### config.mk
export PLATFORM = sky130hd
export DESIGN_NAME = locality_cmd_fifo_ctrl
export DESIGN_NICKNAME = d
export VERILOG_FILES = /design/src/verilog/locality_cmd_fifo_ctrl_pkg.sv /design/src/verilog/locality_cmd_fifo_ctrl.sv
export VERILOG_INCLUDE_DIRS = /design/src /design/src/verilog
export SDC_FILE = /design/constraint.sdc
export NUM_CORES = 1
export LEC_CHECK = 0
export ABC_AREA = 1
export BUFFER_PORTS_ARGS = -buffer_cell sky130_fd_sc_hd__buf_4
export CAP_MARGIN = 30
export CORE_UTILIZATION = 30
export CTS_CLUSTER_SIZE = 8
export DETAILED_ROUTE_END_ITERATION = 12
export PLACE_DENSITY_LB_ADDON = 0.15
export SYNTH_ARGS = -nofsm -noshare
export SYNTH_HDL_FRONTEND = slang
export SYNTH_SLANG_ARGS = --single-unit
### constraint.sdc
create_clock -name aclk -period 8.8 [get_ports aclk]
set_input_delay 1.32 -clock aclk [delete_from_list [all_inputs] [get_ports aclk]]
set_output_delay 1.32 -clock aclk [all_outputs]
set_load 0.01 [all_outputs]
### src/verilog/locality_cmd_fifo_ctrl_consts.svh
`ifndef LOCALITY_CMD_FIFO_CTRL_CONSTS_SVH
`define LOCALITY_CMD_FIFO_CTRL_CONSTS_SVH
// Register word offsets inside one locality window; window index is addr[6:4].
`define ACCESS_WORD_OFS     2'h0
`define STATUS_WORD_OFS     2'h1
`define QUEUE_PORT_OFS      2'h2
`define LOC_WINDOW_COUNT    3'h5
`define DIGEST_CTRL_ADDR    7'h50
// Access word field positions.
`define ACC_ESTABLISHED_BIT 0
`define ACC_REQUEST_BIT     1
`define ACC_WAITING_BIT     2
`define ACC_TAKEOVER_BIT    3
`define ACC_LOST_BIT        4
`define ACC_HELD_BIT        5
`define ACC_VALID_BIT       7
// Status word field positions.
`define STS_EXPECT_BIT      3
`define STS_RESP_READY_BIT  4
`define STS_GO_BIT          5
`define STS_CMD_READY_BIT   6
`define STS_BURST_LSB       8
// Digest control word field positions.
`define DIG_BEGIN_BIT       0
`define DIG_END_BIT         1
// Byte queue depth, reset values and the value read from unmapped addresses.
`define QUEUE_DEPTH         64
`define NO_LOCALITY         3'h7
`define ESTABLISHED_RESET   1'b0
`define UNMAPPED_READ       32'hFFFFFFFF
`endif

### src/verilog/locality_cmd_fifo_ctrl_pkg.sv
package locality_cmd_fifo_ctrl_pkg;
  typedef enum logic [1:0] {
    ST_IDLE  = 2'b00,
    ST_READY = 2'b01,
    ST_EXEC  = 2'b10,
    ST_RESP  = 2'b11
  } cmd_state_e;

  typedef logic [5:0] qptr_t;
  typedef logic [6:0] qcount_t;

  // One host write, decoded.
  typedef struct packed {
    logic       valid;
    logic [2:0] loc;
    logic [1:0] ofs;
    logic       digest;
    logic [7:0] data;
  } host_wr_s;

  // Engine response byte.
  typedef struct packed {
    logic       valid;
    logic       last;
    logic [7:0] data;
  } resp_byte_s;
endpackage

### src/verilog/locality_cmd_fifo_ctrl.sv
// Register access over AXI4-Lite and the register addresses were decided locally.
`timescale 1ns/100ps
`include "locality_cmd_fifo_ctrl_consts.svh"
module locality_cmd_fifo_ctrl
  import locality_cmd_fifo_ctrl_pkg::*;
(
  // Clock and reset
  input  wire logic        aclk,
  input  wire logic        aresetn,
  // AXI4-Lite write channels
  input  wire logic [31:0] s_axi_awaddr,
  input  wire logic        s_axi_awvalid,
  output logic             s_axi_awready,
  input  wire logic [31:0] s_axi_wdata,
  input  wire logic [3:0]  s_axi_wstrb,
  input  wire logic        s_axi_wvalid,
  output logic             s_axi_wready,
  output logic [1:0]       s_axi_bresp,
  output logic             s_axi_bvalid,
  input  wire logic        s_axi_bready,
  // AXI4-Lite read channels
  input  wire logic [31:0] s_axi_araddr,
  input  wire logic        s_axi_arvalid,
  output logic             s_axi_arready,
  output logic [31:0]      s_axi_rdata,
  output logic [1:0]       s_axi_rresp,
  output logic             s_axi_rvalid,
  input  wire logic        s_axi_rready,
  // Command engine
  output logic             exec_go,
  output logic             exec_abort,
  output logic [2:0]       exec_locality,
  output logic             cmd_rd_valid,
  output logic [7:0]       cmd_rd_byte,
  input  wire logic        cmd_rd_ready,
  input  wire resp_byte_s  resp_in,
  output logic             resp_ready
);
  cmd_state_e  state, next_state;
  logic [7:0]  queue [`QUEUE_DEPTH];
  qptr_t       wr_ptr, next_wr_ptr, rd_ptr, next_rd_ptr;
  qcount_t     count, next_count;
  logic        resp_done, next_resp_done;
  logic [2:0]  active, next_active;
  logic [4:0]  pending, next_pending, seized, next_seized;
  logic        established, next_established;
  logic        digest_busy, next_digest_busy;
  logic        aw_held, next_aw_held, w_held, next_w_held;
  logic [6:0]  aw_addr, next_aw_addr;
  logic [7:0]  w_data, next_w_data;
  logic        w_lane0, next_w_lane0;
  logic        bvalid, next_bvalid, rvalid, next_rvalid;
  logic [31:0] rdata, next_rdata;
  logic        abort, next_abort;
  logic        push, pop, abort_now, grant_req, seize_ok, release_ok;
  logic        pop_host;
  logic [7:0]  push_byte;
  host_wr_s    hw;
  logic [6:0]  ar_addr;
  logic        ar_take;

  function automatic logic [2:0] top_pending(input logic [4:0] req);
    top_pending = `NO_LOCALITY;
    for (int i = 0; i < 5; i++) begin
      if (req[i]) begin
        top_pending = 3'(i);
      end
    end
  endfunction

  function automatic logic in_window(input logic [6:0] a);
    in_window = (a[6:4] < `LOC_WINDOW_COUNT) && (a[1:0] == 2'h0);
  endfunction

  function automatic logic [7:0] access_view(input logic [2:0] loc,
                                             input logic [2:0] act,
                                             input logic [4:0] pend,
                                             input logic [4:0] lost,
                                             input logic       est);
    access_view = 8'h00;
    access_view[`ACC_VALID_BIT] = 1'b1;
    access_view[`ACC_HELD_BIT] = (act == loc);
    access_view[`ACC_LOST_BIT] = lost[loc];
    access_view[`ACC_WAITING_BIT] = |(pend & ~(5'h01 << loc));
    access_view[`ACC_REQUEST_BIT] = pend[loc];
    access_view[`ACC_ESTABLISHED_BIT] = ~est;
  endfunction

  assign s_axi_awready = !aw_held && !bvalid;
  assign s_axi_wready  = !w_held && !bvalid;
  assign s_axi_bvalid  = bvalid;
  assign s_axi_bresp   = 2'h0;
  assign s_axi_arready = !rvalid;
  assign s_axi_rvalid  = rvalid;
  assign s_axi_rdata   = rdata;
  assign s_axi_rresp   = 2'h0;
  assign exec_go       = (state == ST_EXEC);
  assign exec_abort    = abort;
  assign exec_locality = active;
  assign cmd_rd_valid  = (state == ST_EXEC) && (count != 7'h00) && !resp_done;
  assign cmd_rd_byte   = queue[rd_ptr];
  assign resp_ready    = (state == ST_EXEC) && (count != 7'(`QUEUE_DEPTH));
  assign ar_addr       = s_axi_araddr[6:0];
  assign ar_take       = s_axi_arvalid && !rvalid;

  always_comb begin
    hw.valid  = aw_held && w_held && !bvalid;
    hw.loc    = aw_addr[6:4];
    hw.ofs    = aw_addr[3:2];
    hw.digest = (aw_addr == `DIGEST_CTRL_ADDR);
    hw.data   = w_lane0 ? w_data : 8'h00;
  end

  always_comb begin
    next_state       = state;
    next_resp_done   = resp_done;
    next_active      = active;
    next_pending     = pending;
    next_seized      = seized;
    next_established = established;
    next_digest_busy = digest_busy;
    next_abort       = 1'b0;
    push             = 1'b0;
    pop              = 1'b0;
    pop_host         = 1'b0;
    push_byte        = 8'h00;
    abort_now        = 1'b0;
    grant_req        = 1'b0;
    seize_ok         = 1'b0;
    release_ok       = 1'b0;
    // Bus channel capture; address and data may arrive in either order.
    next_aw_held = aw_held;
    next_aw_addr = aw_addr;
    next_w_held  = w_held;
    next_w_data  = w_data;
    next_w_lane0 = w_lane0;
    next_bvalid  = bvalid && !s_axi_bready;
    next_rvalid  = rvalid && !s_axi_rready;
    next_rdata   = rdata;
    if (s_axi_awvalid && s_axi_awready) begin
      next_aw_held = 1'b1;
      next_aw_addr = s_axi_awaddr[6:0];
    end
    if (s_axi_wvalid && s_axi_wready) begin
      next_w_held  = 1'b1;
      next_w_data  = s_axi_wdata[7:0];
      next_w_lane0 = s_axi_wstrb[0];
    end
    if (hw.valid) begin
      next_aw_held = 1'b0;
      next_w_held  = 1'b0;
      next_bvalid  = 1'b1;
    end
    // Host writes to the access word; set request, takeover, lost and held bits act, all other bits do nothing.
    if (hw.valid && in_window(aw_addr) && hw.ofs == `ACCESS_WORD_OFS) begin
      if (hw.data[`ACC_LOST_BIT]) begin
        next_seized[hw.loc] = 1'b0;
      end
      // Release, then takeover, then request: several bits in one write all act.
      if (hw.data[`ACC_HELD_BIT] && active == hw.loc) begin
        release_ok   = 1'b1;
        abort_now    = 1'b1;
        next_active  = top_pending(pending);
        if (next_active != `NO_LOCALITY) begin
          next_pending[next_active] = 1'b0;
        end
      end
      if (hw.data[`ACC_TAKEOVER_BIT] &&
          (next_active == `NO_LOCALITY || hw.loc > next_active)) begin
        seize_ok = 1'b1;
        if (next_active != `NO_LOCALITY) begin
          next_seized[next_active] = 1'b1;
        end
        next_active           = hw.loc;
        next_pending[hw.loc]  = 1'b0;
        abort_now             = 1'b1;
      end
      if (hw.data[`ACC_REQUEST_BIT] && next_active != hw.loc) begin
        if (next_active == `NO_LOCALITY) begin
          grant_req   = 1'b1;
          next_active = hw.loc;
        end else begin
          next_pending[hw.loc] = 1'b1;
        end
      end
    end
    // Digest sequence control, honoured whenever no locality is active.
    if (hw.valid && hw.digest && active == `NO_LOCALITY) begin
      if (hw.data[`DIG_BEGIN_BIT]) begin
        next_digest_busy = 1'b1;
        next_established = 1'b1;
        abort_now        = 1'b1;
      end
      if (hw.data[`DIG_END_BIT]) begin
        next_digest_busy = 1'b0;
      end
    end
    // Status word and byte queue of the active locality.
    if (hw.valid && in_window(aw_addr) && hw.loc == active) begin
      if (hw.ofs == `STATUS_WORD_OFS && hw.data[`STS_CMD_READY_BIT]) begin
        case (state)
          ST_IDLE: begin
            next_state = ST_READY;
          end
          ST_READY: begin
            if (count != 7'h00) begin
              abort_now = 1'b1;
            end
          end
          ST_EXEC, ST_RESP: begin
            abort_now = 1'b1;
          end
          default: begin
            next_state = ST_IDLE;
          end
        endcase
      end
      if (hw.ofs == `STATUS_WORD_OFS && hw.data[`STS_GO_BIT] &&
          state == ST_READY && count != 7'h00) begin
        next_state     = ST_EXEC;
        next_resp_done = 1'b0;
      end
      if (hw.ofs == `QUEUE_PORT_OFS && state == ST_READY &&
          count != 7'(`QUEUE_DEPTH)) begin
        push      = 1'b1;
        push_byte = hw.data;
      end
    end
    // Engine side: command bytes out, response bytes in.
    if (cmd_rd_valid && cmd_rd_ready) begin
      pop = 1'b1;
    end
    if (resp_in.valid && resp_ready) begin
      push           = 1'b1;
      push_byte      = resp_in.data;
      next_resp_done = 1'b1;
      if (resp_in.last) begin
        next_state = ST_RESP;
      end
    end
    // Host read of the byte queue pops one response byte.
    if (ar_take && in_window(ar_addr) && ar_addr[6:4] == active &&
        ar_addr[3:2] == `QUEUE_PORT_OFS && state == ST_RESP && count != 7'h00) begin
      pop      = 1'b1;
      pop_host = 1'b1;
      if (count == 7'h01) begin
        next_state = ST_IDLE;
      end
    end
    next_wr_ptr = wr_ptr + 6'(push);
    next_rd_ptr = rd_ptr + 6'(pop);
    next_count = count + 7'(push) - 7'(pop);
    // Abort drops everything queued, so no partial response survives.
    if (abort_now) begin
      next_state     = ST_IDLE;
      next_wr_ptr    = 6'h00;
      next_rd_ptr    = 6'h00;
      next_count     = 7'h00;
      next_resp_done = 1'b0;
      next_abort     = (state == ST_EXEC);
    end
    // Read data selection.
    if (ar_take) begin
      next_rvalid = 1'b1;
      next_rdata  = `UNMAPPED_READ;
      if (ar_addr == `DIGEST_CTRL_ADDR) begin
        next_rdata = {31'h00000000, digest_busy};
      end else if (in_window(ar_addr) && ar_addr[3:2] == `ACCESS_WORD_OFS) begin
        next_rdata = {24'h000000,
                      access_view(ar_addr[6:4], active, pending, seized, established)};
      end else if (in_window(ar_addr) && ar_addr[6:4] == active &&
                   ar_addr[3:2] == `STATUS_WORD_OFS) begin
        next_rdata = 32'h00000000;
        next_rdata[`STS_CMD_READY_BIT] = (state == ST_READY) && (count == 7'h00);
        next_rdata[`STS_EXPECT_BIT] = (state == ST_READY);
        next_rdata[`STS_RESP_READY_BIT] = (state == ST_RESP) && (count != 7'h00);
        // Free room while receiving, bytes held while answering.
        if (state == ST_READY) begin
          next_rdata[`STS_BURST_LSB +: 8] = 8'(7'(`QUEUE_DEPTH) - count);
        end else if (state == ST_RESP) begin
          next_rdata[`STS_BURST_LSB +: 8] = 8'(count);
        end
      end else if (pop_host) begin
        next_rdata = {24'h000000, queue[rd_ptr]};
      end
    end
  end

  always_ff @(posedge aclk) begin
    if (!aresetn) begin
      state       <= ST_IDLE;
      wr_ptr      <= 6'h00;
      rd_ptr      <= 6'h00;
      count       <= 7'h00;
      resp_done   <= 1'b0;
      active      <= `NO_LOCALITY;
      pending     <= 5'h00;
      seized      <= 5'h00;
      established <= `ESTABLISHED_RESET;
      digest_busy <= 1'b0;
      aw_held     <= 1'b0;
      aw_addr     <= 7'h00;
      w_held      <= 1'b0;
      w_data      <= 8'h00;
      w_lane0     <= 1'b0;
      bvalid      <= 1'b0;
      rvalid      <= 1'b0;
      rdata       <= 32'h00000000;
      abort       <= 1'b0;
    end else begin
      state       <= next_state;
      wr_ptr      <= next_wr_ptr;
      rd_ptr      <= next_rd_ptr;
      count       <= next_count;
      resp_done   <= next_resp_done;
      active      <= next_active;
      pending     <= next_pending;
      seized      <= next_seized;
      established <= next_established;
      digest_busy <= next_digest_busy;
      aw_held     <= next_aw_held;
      aw_addr     <= next_aw_addr;
      w_held      <= next_w_held;
      w_data      <= next_w_data;
      w_lane0     <= next_w_lane0;
      bvalid      <= next_bvalid;
      rvalid      <= next_rvalid;
      rdata       <= next_rdata;
      abort       <= next_abort;
    end
  end

  // Queue storage carries no reset; only pointers define content.
  always_ff @(posedge aclk) begin
    if (push && !abort_now) begin
      queue[wr_ptr] <= push_byte;
    end
  end
endmodule // locality_cmd_fifo_ctrl

## Word level (Yosys, flattened, before mapping)

Memory sizes are Yosys's and may differ from the RTL's. A register that Yosys moved wholly into a read port is not among the register bits.
Index checks and enable logic that the tools add are counted.

| cells by class | value |
|---|---|
| add/subtract/negate cells | 5 |
| bitwise operators | 11 |
| reduce and logical (&&, ||, !) cells | 71 |
| $lt $le $gt $ge | 10 |
| eq/ne operators | 21 |
| muxes and demuxes | 77 |
| shift-type cells | 1 |

Operators by type and width:

| kind | number |
|---|---|
| 2-to-1 mux 32 bit | 4 |
| 2-to-1 mux 5 bit | 11 |
| logical AND 1 bit | 44 |
| 2-to-1 mux 8 bit | 5 |
| 2-to-1 mux 3 bit | 13 |
| 2-to-1 mux 1 bit | 28 |
| bitwise AND 5 bit | 4 |
| less-than comparator 3 x 4 -> 1 bit, second input constant | 4 |
| 2-to-1 mux 2 bit | 8 |
| inverter 5 bit | 3 |
| == test 7 bit, second input constant | 2 |
| adder 6 x 1 -> 6 bit | 2 |
| == test 3 bit | 4 |
| zero test 2 bit | 5 |
| OR 5 bit | 2 |
| demux 1 bit (select 3 bit) | 3 |
| == test 3 bit, second input constant | 3 |
| >= comparator 3 x 1 -> 1 bit, second input constant | 3 |
| == test 2 bit, second input constant | 4 |
| zero test 1 bit | 8 |
| AND reduction 2 bit | 4 |
| subtractor 7 x 7 -> 8 bit, first input constant | 1 |
| adder 7 x 1 -> 7 bit | 1 |
| == test 7 x 1 -> 1 bit, second input constant | 1 |
| other kinds (19) | 29 |

| word-level totals | value |
|---|---|
| word-level logic and storage cells | 216 |
| memories | 1 |
| register bits | 90 |
| bits in writable memories | 512 |

Memory list:

| memory | depth | width | read ports | clocked after memory_dff | wr ports | line | source |
|---|---|---|---|---|---|---|---|
| queue | 64 | 8 | 1 | 1 | 1 | locality_cmd_fifo_ctrl.sv:40 | `` logic [7:0] queue [`QUEUE_DEPTH]; `` |

## Longest topological paths before layout

| depth | value |
|---|---|
| word-level depth | 24 |
| mapped depth | 24 |

## Worst setup path before layout

No wires, ideal clock.

| timing path | value |
|---|---|
| kind | in2reg |
| start point | in resp_in[9] (netlist bit) |
| end point | mem queue[0][5] (data pin) |
| arrival time | 4.410 ns |
| path slack | 3.669 ns |
| setup time | 0.721 ns |
| path buffers | 1 |
| stages on the path | 4 |
| cell sequence | nand2_1 > inv_1 > clkbuf_1 > o31ai_1 |

| on the way | value |
|---|---|
| cells in the longest elaborated chain, start to end | 2 |

RTL lines:

| what | line | source |
|---|---|---|
| start, declared | locality_cmd_fifo_ctrl.sv:36 | `input wire resp_byte_s resp_in,` |
| logical AND 1 bit | locality_cmd_fifo_ctrl.sv:233 | `if (resp_in.valid && resp_ready) begin` |
| 2-to-1 mux 8 bit | locality_cmd_fifo_ctrl.sv:233 |  |
| named net push_byte[5] | locality_cmd_fifo_ctrl.sv:57 | `logic [7:0] push_byte;` |
| end, declared | locality_cmd_fifo_ctrl.sv:40 |  |

The timed path passes the listed nets, and every way through them passes these cells.

==> summary.txt <==
run status: finished, final reports clean
Via-to-Cell Ratio: 5.09
initial core utilization: 30.5%
VDD IR max: 0.000123 V
post-synthesis mux area share: 0%
Root Driver: clkbuf_16
PD cells: 211 mW/mm^2
Initial DRC Count: 1163
Tmin final: 5.51 ns
GRT Resource Usage Total: 17.1%
RSZ-0062 raised after global routing: false
CTS-repair resized insts: 0
Synth Area in XOR/XNOR: 0.319%
gpl congestion: 0.844
drt first pass iters: 7
WP data arrival: 4.19 ns
layout cell share with drive strength beyond 1: 11.3%
flops & latches, synth: 587
CTS max path bufs: 3
Routed WL: 72000 um
total gr overflow: 0
Final Net Count: 2397
WP data required: 7.48 ns
Worst Tran Pin Value: 1.09 ns
simple-gate share of the synthesized area: 13.8%
register area share after synthesis: 68.3%
CP max-delay cell: buf_4
Worst-Skew Late Latency: 0.62 ns
EDFF count, synth: 512
Post-Syn Area: 0.0247 mm^2
Synth Area in Compound Gates: 12.7%
antenna violations before repair: 0
Post-CTS Setup Bufs: 0
# IOs: 174
multi-input logic area: 0.00699 mm^2
Antenna Nets Post-Route: 0
Leak: 0.0112 uW
CTS buffer count: 83
Die Span Y: 289 um
worst min path class: reg2reg
Area growth, synth to finish: 16.5%
CP cell instances: inv_6 -> buf_4 -> o21ai_0 -> o22ai_1 -> nand2_1 -> nand4_1 -> nand3_1 -> nand2_1 -> buf_4
Final Hold Viols: 0
crit path launch type: flip-flop
Die ar.: 0.0835 mm^2
cells after synthesis: 2196
post-synthesis async set-or-reset flop share: 0%
fin crit share: 62.6%
Hold Path Stages: 2
DR DRC count: 0
Util after Layout: 35.6%
setup TNS: 0 ns
reg2reg setup slack: 4.20 ns
n_diodes: 0
Crit Path Class: reg2out
CP max FO: 110
Final Setup Violations: 0
total power: 6070 uW
H-tree Lvls: 3
CTS clk-pin slew, worst paths: 0.06 ns
Port Buffers: 92
Reg2Reg Depth: 24
Distinct cells, synth: 47
Adder-Cell Fraction of Synth Area: 1.04%
CP max stage delay: 0.80 ns
FILL cells: 7929
row cnt: 104
CTS tree: built
wire length of the first global-routing pass: 106000 um
# hold bufs at CTS: 0
CP Capture Type: primary output
Min Hold Slack: 0.463 ns
storage element area: 0.0169 mm^2
routed len/inst: 21.5 um
final setup margin: 3.29 ns
dpl hpwl: 42700 um
max-slew violation count: 0
clk sinks: 587
Die Width: 289 um
ys flop type: edfxtp_1
vias in the first global route: 16600
maxcap violations: 0
Placement Setup Slack: 3.92 ns
YS warnings: 0
fmax: 182 MHz
core box area: 0.0809 mm^2
largest net degree at the start of global routing: 111
via count: 17000
normalized max-slew margin: 27.6%
Fin Clk Skew: 0.0256 ns
main combinational cell family by area after synthesis: simple AND/OR/NAND/NOR gates
Avg Cell Area, Syn: 11.2 um^2
==> flip-flops by register name, indices dropped and copies added (netlist names), 6 cells and up <==
name,count
count,7
rd_ptr,6
wr_ptr,6
s_axi_rdata,17
aw_addr,7
w_data,8
queue,512
==> cell type report <==
type	count	share of cell area, %
Clock buffer	105	7.65
Clock inverter	6	0.470
Inverter	91	1.20
Multi-Input combinational cell	1380	24.3
Sequential cell	587	58.7
Tap cell	1060	4.61
Timing Repair Buffer	116	3.10
==> metrics by stage <==
stage / instance area [um^2] / instances
2_1_floorplan: 24700 / 2199
3_3_place_gp: 26400 / 3233
3_5_place_dp: 26400 / 3234
4_1_cts: 28800 / 3345
5_1_grt: 28800 / 3345
6_report: 28800 / 3345
==> where the power goes <==
| part | switching [uW] | internal (uW) | total (uW) |
|---|---|---|---|
| registers | 17.3 | 3000 | 3020 |
| logic | 79.6 | 54.4 | 134 |
| clock network | 1160 | 1760 | 2920 |
| total | 1250 | 4820 | 6070 |
==> cell usage after synthesis (19+ instances only) <==
cell type	instances	area, um^2
nand2_1	207	777
a21oi_1	70	350
o221ai_1	45	394
nor2_1	435	1630
edfxtp_1	512	15400
nand4_1	29	181
ha_1	19	238
nand3_1	79	395
inv_1	81	304
dfxtp_1	75	1500
clkbuf_1	111	417
buf_4	19	143
o21ai_0	311	1560
o22ai_1	78	488
o211ai_1	25	188
==> layer usage <==
metal / track usage (%) / wire, um / up-vias
li1: - / - / 8017
met1: 22.7 / 32000 / 8439
met2: 28.7 / 34800 / 456
met3: 2.63 / 3450 / 106
met4: 5.51 / 1720 / 0
met5: 0 / 0 / -
==> layout by cell type, fill, tap and decap left out, types with 9 or more instances in the layout <==
cell type    n
edfxtp_1   512
nor2_1     434
o21ai_0    307
nand2_1    207
buf_4      115
clkbuf_16   85
inv_1       79
nand3_1     79
o22ai_1     78
dfxtp_1     72
a21oi_1     70
o221ai_1    45
nand4_1     29
o211ai_1    25
clkbuf_1    20
ha_1        19
nor3_1      11
nand2_4      9
==> critical path: cells and delay by family (launching register included) <==
family | cells | cell delay [ns]
flops | 1 | 0.51
compound gates | 2 | 0.51
buf+inv | 3 | 1.67
simple gates | 4 | 0.69
==> kinds of logic (layout without fill, tap and decap cells) <==
family	Yosys count	after routing
AOI/OAI and AO/OA	549	549
xor gates and xnor gates	9	9
adders and majority gates	20	20
buffers and inverters	232	318
DFF	587	587
other	1	4
and+or+nand+nor	798	798
==> final timing paths <==
path | startpoint | end
max | rd_ptr[0] | cmd_rd_byte[4]
max reg2reg | w_held | count[6]
min | s_axi_rdata[5] | s_axi_rdata[5]
min reg2reg | s_axi_rdata[5] | s_axi_rdata[5]
No activity file was read; power rests on OpenSTA's default activity.
